--- src/core/swc_defs.svh ---
`ifndef SWC_DEFS_SVH
`define SWC_DEFS_SVH

// Oscillator divide ratio feeding the stabilisation prescaler while settling
`define SWC_OSC_PRE_DIV      8'h0010
// Preload values on stop
`define SWC_PRESCALER_LOAD   8'hFF
`define SWC_TIMER_LOAD       8'h01
// System clock is oscillator divided by four
`define SWC_SYS_DIV          2'h3

`endif

--- src/core/swc_pkg.sv ---
package swc_pkg;
  typedef enum logic [3:0] {
    SWC_RUN    = 4'b0001,
    SWC_STOP   = 4'b0010,
    SWC_SETTLE = 4'b0100,
    SWC_WAIT   = 4'b1000
  } swc_state_t;
endpackage

--- src/core/swc_clock_control.sv ---
`include "swc_defs.svh"

// sys_clk stands for the oscillator; osc_run_en gates the real resonator.
module swc_clock_control
  import swc_pkg::*;
#(
  parameter int PW = 8
) (
  // Clock and reset
  input  wire logic          sys_clk,
  input  wire logic          arst_n,
  // Core requests
  input  wire logic          stop_instruction,
  input  wire logic          wait_instruction,
  input  wire logic          irq_accepted,
  // Clock outputs
  output logic               phi_out,
  output logic               osc_run_en,
  output logic               stab_route,
  // Observation of prescaler and timer
  output logic [PW-1:0]      prescaler_val,
  output logic [PW-1:0]      timer_val,
  output logic               timer_overflow
);
  import swc_pkg::*;

  // State and divider registers
  swc_state_t    state_reg;
  swc_state_t    state_next;
  logic [1:0]    phase_reg;
  logic [1:0]    phase_next;
  logic [3:0]    pre16_reg;
  logic [3:0]    pre16_next;
  logic          route_reg;
  logic          route_next;
  logic          phi_reg;
  logic          phi_next;
  logic          osc_reg;
  logic          osc_next;
  logic          ovf_reg;
  logic          ovf_next;

  // Prescaler and timer taps
  logic [PW-1:0] pre_cnt;
  logic [PW-1:0] tmr_cnt;
  logic          pre_uf;
  logic          tmr_uf;

  // State decode
  logic          in_run;
  logic          in_stop;
  logic          in_settle;
  logic          in_wait;
  logic          run_next;

  // Core request qualification
  logic          do_stop;
  logic          do_wait;
  logic          wake_stop;
  logic          wake_wait;
  logic          settle_done;

  // Stabilisation chain control
  logic          osc_live;
  logic          pre16_run;
  logic          div16_wrap;
  logic          div16_tick;
  logic          route_set;
  logic          route_clr;

  // One-hot decode of the current and next state
  assign in_run    = (state_reg == SWC_RUN);
  assign in_stop   = (state_reg == SWC_STOP);
  assign in_settle = (state_reg == SWC_SETTLE);
  assign in_wait   = (state_reg == SWC_WAIT);
  assign run_next  = (state_next == SWC_RUN);

  // Stop wins over wait when the core raises both in one cycle
  assign do_stop     = in_run && stop_instruction;
  assign do_wait     = in_run && wait_instruction && !stop_instruction;
  assign wake_stop   = in_stop && irq_accepted;
  assign wake_wait   = in_wait && irq_accepted;
  assign settle_done = in_settle && tmr_uf;

  // The sixteen-way divider only advances while the oscillator runs
  assign osc_live   = !in_stop;
  assign pre16_run  = route_reg && osc_live;
  assign div16_wrap = (pre16_reg == 4'(`SWC_OSC_PRE_DIV - 1));
  assign div16_tick = pre16_run && div16_wrap;
  assign route_set  = do_stop;
  assign route_clr  = tmr_uf;

  // An edge that enters RUN counts as the first high phase of phi
  assign phase_next = run_next ? phase_reg + 2'd1 : 2'd0;
  // Any edge that leaves RUN already shows phi high, so leaving in the first low cycle cuts that low phase to one cycle
  assign phi_next   = run_next ? (phase_reg < 2'd2) : 1'b1;
  assign osc_next   = (state_next != SWC_STOP);
  assign ovf_next   = tmr_uf;
  // A new stop wins over an overflow since it reloads the whole chain
  assign route_next = route_set ? 1'b1 : (route_clr ? 1'b0 : route_reg);
  assign pre16_next = route_set ? 4'd0 : ((pre16_run && !route_clr) ? pre16_reg + 4'd1 : pre16_reg);

  // Both dividers preload on stop; the timer steps once per prescaler underflow
  // and its own underflow is the overflow that ends settling. With the stop
  // preloads that takes two times 256 times 16 oscillator cycles.
  swc_divider #(.W(PW)) u_prescaler (
    .sys_clk   (sys_clk),
    .arst_n    (arst_n),
    .load      (do_stop),
    .load_val  (PW'(`SWC_PRESCALER_LOAD)),
    .tick      (div16_tick),
    .count     (pre_cnt),
    .underflow (pre_uf)
  );

  // Timer underflow releases the held system clock
  swc_divider #(.W(PW)) u_timer (
    .sys_clk   (sys_clk),
    .arst_n    (arst_n),
    .load      (do_stop),
    .load_val  (PW'(`SWC_TIMER_LOAD)),
    .tick      (pre_uf),
    .count     (tmr_cnt),
    .underflow (tmr_uf)
  );

  // One-hot sequencer; requests outside their own state are ignored,
  // so a stray interrupt in RUN or SETTLE changes nothing
  always_comb begin
    state_next = state_reg;
    case (state_reg)
      SWC_RUN: begin
        if (do_stop) begin
          state_next = SWC_STOP;
        end else if (do_wait) begin
          state_next = SWC_WAIT;
        end else begin
          state_next = SWC_RUN;
        end
      end
      SWC_STOP: begin
        if (wake_stop) begin
          state_next = SWC_SETTLE;
        end else begin
          state_next = SWC_STOP;
        end
      end
      SWC_SETTLE: begin
        if (settle_done) begin
          state_next = SWC_RUN;
        end else begin
          state_next = SWC_SETTLE;
        end
      end
      SWC_WAIT: begin
        if (wake_wait) begin
          state_next = SWC_RUN;
        end else begin
          state_next = SWC_WAIT;
        end
      end
      default: state_next = SWC_RUN;
    endcase
  end

  // Core sequencing
  always_ff @(posedge sys_clk or negedge arst_n) begin
    if (!arst_n) begin
      state_reg <= SWC_RUN;
      phase_reg <= 2'd0;
    end else begin
      state_reg <= state_next;
      phase_reg <= phase_next;
    end
  end

  // Out of reset the core runs, so phi starts high and the oscillator is on
  always_ff @(posedge sys_clk or negedge arst_n) begin
    if (!arst_n) begin
      phi_reg <= 1'b1;
      osc_reg <= 1'b1;
      ovf_reg <= 1'b0;
    end else begin
      phi_reg <= phi_next;
      osc_reg <= osc_next;
      ovf_reg <= ovf_next;
    end
  end

  // Reset drops the divided-oscillator route just as an overflow does
  always_ff @(posedge sys_clk or negedge arst_n) begin
    if (!arst_n) begin
      route_reg <= 1'b0;
      pre16_reg <= 4'd0;
    end else begin
      route_reg <= route_next;
      pre16_reg <= pre16_next;
    end
  end

  // Every output comes straight from a flop
  assign phi_out        = phi_reg;
  assign osc_run_en     = osc_reg;
  assign stab_route     = route_reg;
  // Values are unstable while the source switches; reader must avoid that window
  assign prescaler_val  = pre_cnt;
  assign timer_val      = tmr_cnt;
  assign timer_overflow = ovf_reg;
endmodule // swc_clock_control

--- src/core/swc_divider.sv ---
`include "swc_defs.svh"

// Down-counter that reloads on underflow; divides tick rate by load+1
module swc_divider #(
  parameter int W = 8
) (
  // Clock and reset
  input  wire logic         sys_clk,
  input  wire logic         arst_n,
  // Control
  input  wire logic         load,
  input  wire logic [W-1:0] load_val,
  input  wire logic         tick,
  // Status
  output logic [W-1:0]      count,
  output logic              underflow
);
  logic [W-1:0] reload_reg;
  logic [W-1:0] count_reg;
  logic [W-1:0] count_next;
  wire          at_zero = (count_reg == '0);

  assign underflow  = tick && at_zero && !load;
  assign count_next = load ? load_val : (tick ? (at_zero ? reload_reg : count_reg - 1'b1) : count_reg);
  assign count      = count_reg;

  always_ff @(posedge sys_clk or negedge arst_n) begin
    if (!arst_n) begin
      count_reg  <= '0;
      reload_reg <= '0;
    end else begin
      count_reg <= count_next;
      if (load) begin
        reload_reg <= load_val;
      end
    end
  end
endmodule // swc_divider

--- config.mk ---
export PLATFORM = sky130hd
export DESIGN_NAME = swc_clock_control
export DESIGN_NICKNAME = d
export VERILOG_FILES = /design/src/core/swc_pkg.sv /design/src/core/swc_clock_control.sv /design/src/core/swc_divider.sv
export VERILOG_INCLUDE_DIRS = /design/src /design/src/core
export SDC_FILE = /design/constraint.sdc
export NUM_CORES = 1
export LEC_CHECK = 0
export BUFFER_PORTS_ARGS = -buffer_cell sky130_fd_sc_hd__buf_2
export CAP_MARGIN = 20
export CORE_UTILIZATION = 25
export CTS_CLUSTER_DIAMETER = 40
export CTS_CLUSTER_SIZE = 20
export DETAILED_ROUTE_END_ITERATION = 7
export GPL_TIMING_DRIVEN = 0
export PLACE_DENSITY_LB_ADDON = 0.15
export SLEW_MARGIN = 30
export SYNTH_ARGS = -nofsm -noshare
export SYNTH_HDL_FRONTEND = slang
export SYNTH_SLANG_ARGS = --single-unit
--- constraint.sdc ---
create_clock -name sys_clk -period 6.2 [get_ports sys_clk]
set_clock_uncertainty 0.1 [all_clocks]
set_input_delay 0 -clock sys_clk [delete_from_list [all_inputs] [get_ports sys_clk]]
set_output_delay 0 -clock sys_clk [all_outputs]
set_load 0.1 [all_outputs]
==> results_dict.tcl <==
set metrics [dict create \
    floorplan.core_area_um2 7330 \
    timing.reg2reg.setup_slack_ns 3.69 \
    final_net_count 234 \
    dr_total_vias 1632 \
    reg2reg_from "u_prescaler.count[0]$_DFFE_PN0P_" \
    worst_setup_path_end_kind "register" \
    rsz_0062_raised_after_global_routing "no" \
    grt_start_max_net_pins 32 \
    cts.root.buffer_cell "clkbuf_8" \
    clk_path_buf_depth 2 \
    synth-async-reset-ratio_pct 100 \
    area_of_the_mapped_netlist_um2 1930 \
    setup_slack_ns 3.69 \
    maxClockFrequency_mhz 399 \
    post-cts-setup-buffer-count 0 \
    diodes 0 \
    netlist-cell-type-count 63 \
    io_buffers 24 \
    clk_pin_slew_ns 0.07 \
    timing.hold.ws_ns 0.00467 \
    clock_tree_from_tritoncts "done" \
    actual_transition_at_the_worst_max_transition_pin_ns 0.781 \
    post_cts_hold_buffer_count 3 \
    final_layout_size_suffix_gt1_share_pct 27.1 \
    worstSetupPathType "reg -> reg" \
    initialDrtViolationCount 104 \
    timing.critical_path.slowest_cell_delay_ns 0.46 \
    std_cell_rows 31 \
    buffering_stage_count_on_the_worst_path_with_inverters_included 2 \
    crit_family "compound AO/OA/AOI/OAI gates" \
    min-delay-path-class "in -> reg" \
    avgViaCountPerCell 5.04 \
    place_area_um2 2170 \
    cp_max_fo 10 \
    synth_enable_flop_cells 0 \
    placed_cells 313 \
    wl_per_cell_um 15.9 \
    post_synth_inst_count 190 \
    floorplan.die_area_um2 8060 \
    post_synth.cell_area_avg_um2 10.1 \
    timing.critical_path.slowest_stage_cell "dfrtp_1" \
    timing.critical_path.required_ns 6.25 \
    run_status "finished clean" \
    finalCritPeriodShare_pct 40.5 \
    layout_commonest_cell "dfrtp_1" \
    final-max-slew-violation-count 0 \
    floorplan.initialDensity_pct 26.3 \
    grt_usage_pct 13.7 \
    dieWidth_um 89.8 \
    clkSinkCount 31 \
    first_global_vias 1619 \
    cap_viol_max_count 0 \
    power.density_cell_area_nw_per_um2 368 \
    finish.utilization_pct 31.1 \
    ys_seq_area_share_pct 40.5 \
    grt_remaining_overflow 0 \
    totalPowerFinal_uw 841 \
    wl_um 5140 \
    pre_cts_slack_ns 3.68 \
    slew_headroom_pct 48.0 \
    design_area_um2 2280 \
    num_io_pins 25 \
    drc 0 \
    areaGrowthSynthToFinish_pct 18.6 \
    holdCritStartpoint "stop_instruction" \
    setup_viol 0 \
    setup_total_negative_slack_ns 0 \
    cp-start-kind "register" \
    route.antenna.remaining_nets 0 \
    rr_worst_depth 7 \
    yosysWarningCount 0 \
    min_to "state_reg[3]$_DFF_PN0_" \
    critical_path.reg2reg.endpoint "u_timer.count[2]$_DFFE_PN0P_" \
    layout.cells.most_common_list "dfrtp_1 (28), buf_2 (25), nand2_1 (15)" \
    tritoncts.num_buffers 5 \
    power.ir.vdd_worst_mv 0.0932 \
    hold-path-cell-count 4 \
    cts_htree_levels 2 \
    grt_first_pass_wirelength_um 8670 \
    clkLatencyLatePin_ns 0.29 \
    hold_viol_final 0 \
    place_hpwl_um 3500 \
    synthesis.nets 200 \
    layout.cells.non_filler 324 \
    worstPathCellList "inv_1 -> ha_1 -> nor3b_2 -> nand2_1 -> clkbuf_1 -> o311ai_0 -> o41ai_2" \
    postSynthRegisterBits 31 \
    drtPass1Iterations 4 \
    power_leakage_nw 0.954 \
    number_of_antenna_violations_at_the_first_check_in_global_routing 0 \
    timing.final.crit_period_ns 2.51 \
    synth_ff_type "dfrtp_1" \
    globalplace.congestion 0.761 \
    ctsResizeCount 0 \
    die_y_um 89.8 \
    timing.critical_path.arrival_ns 2.56 \
]
==> worst register-to-register path, cell delays in order, from the launching register on <==
cell and delay, ns:
dfrtp_1 0.46, inv_1 0.14, ha_1 0.20, nor3b_2 0.31, nand2_1 0.25, clkbuf_1 0.32, o311ai_0 0.45, o41ai_2 0.14
==> layer usage <==
metal  up-vias  track usage, %  wire length, um  part of all wire, %
met2        35            20.5             2350                   46
met5         -               0                0                    0
met4         0            5.05               30                 0.58
met1       796            19.4             2590                   50
li1        799               -                -                    -
met3         2            2.71              162                  3.2
==> worst max-delay path by stage <==
stage                                     startpoint                            to  cells after the start
floorplan           u_prescaler.count[0]$_DFFE_PN0P_  u_timer.count[2]$_DFFE_PN0P_                      7
global placement    u_prescaler.count[0]$_DFFE_PN0P_  u_timer.count[2]$_DFFE_PN0P_                      7
detailed placement  u_prescaler.count[0]$_DFFE_PN0P_  u_timer.count[2]$_DFFE_PN0P_                      7
CTS                 u_prescaler.count[0]$_DFFE_PN0P_  u_timer.count[2]$_DFFE_PN0P_                      7
global route        u_prescaler.count[0]$_DFFE_PN0P_  u_timer.count[2]$_DFFE_PN0P_                      7
finish              u_prescaler.count[0]$_DFFE_PN0P_  u_timer.count[2]$_DFFE_PN0P_                      7
==> cell usage after synthesis (3+ instances only) <==
cell type	n	area [um2]
ha_1	5	62.6
nand2b_1	5	31.3
a22o_1	4	35.0
dfrtp_1	28	701
o31ai_1	7	52.6
nor3b_1	4	30.0
inv_1	9	33.8
a31oi_1	3	18.8
nor3_1	5	25.0
clkbuf_1	3	11.3
or3_1	4	25.0
o311ai_0	8	70.1
o21ai_0	4	20.0
a21oi_1	7	35.0
nand2_1	15	56.3
a211oi_1	3	22.5
nor2_1	7	26.3
mux2i_1	4	40.0
buf_6	4	45.0
nand3_1	7	35.0
dfstp_2	3	78.8
==> where the power goes <==
part | switching [mW] | leakage [nW] | internal [mW] | total [mW]
sequential | 0.0452 | 0.358 | 0.253 | 0.299
combinational | 0.258 | 0.549 | 0.124 | 0.383
clock | 0.0824 | 0.0477 | 0.0768 | 0.159
total | 0.386 | 0.954 | 0.455 | 0.841
==> final cells by class <==
class,count,area [um2]
clock buffers,5,68.8
multi-input cells,139,1020
flip-flops and latches,31,779
inverters,9,33.8
plain buffers,11,96.3
fillers,765,5050
well taps,99,124
repair buffers,27,150
clock inverters,3,15.0
==> logic make-up (layout without fill, tap and decap cells) <==
group | after synthesis | count (layout) | synth area share [%]
fa+ha+maj | 5 | 5 | 3.25
xor+xnor | 1 | 1 | 0.455
flops | 31 | 31 | 40.5
mux | 5 | 5 | 2.66
buf+inv | 20 | 55 | 6.76
compound gates | 55 | 55 | 21.8
simple gates | 73 | 73 | 24.6
Power figures use the tool's default switching activity.
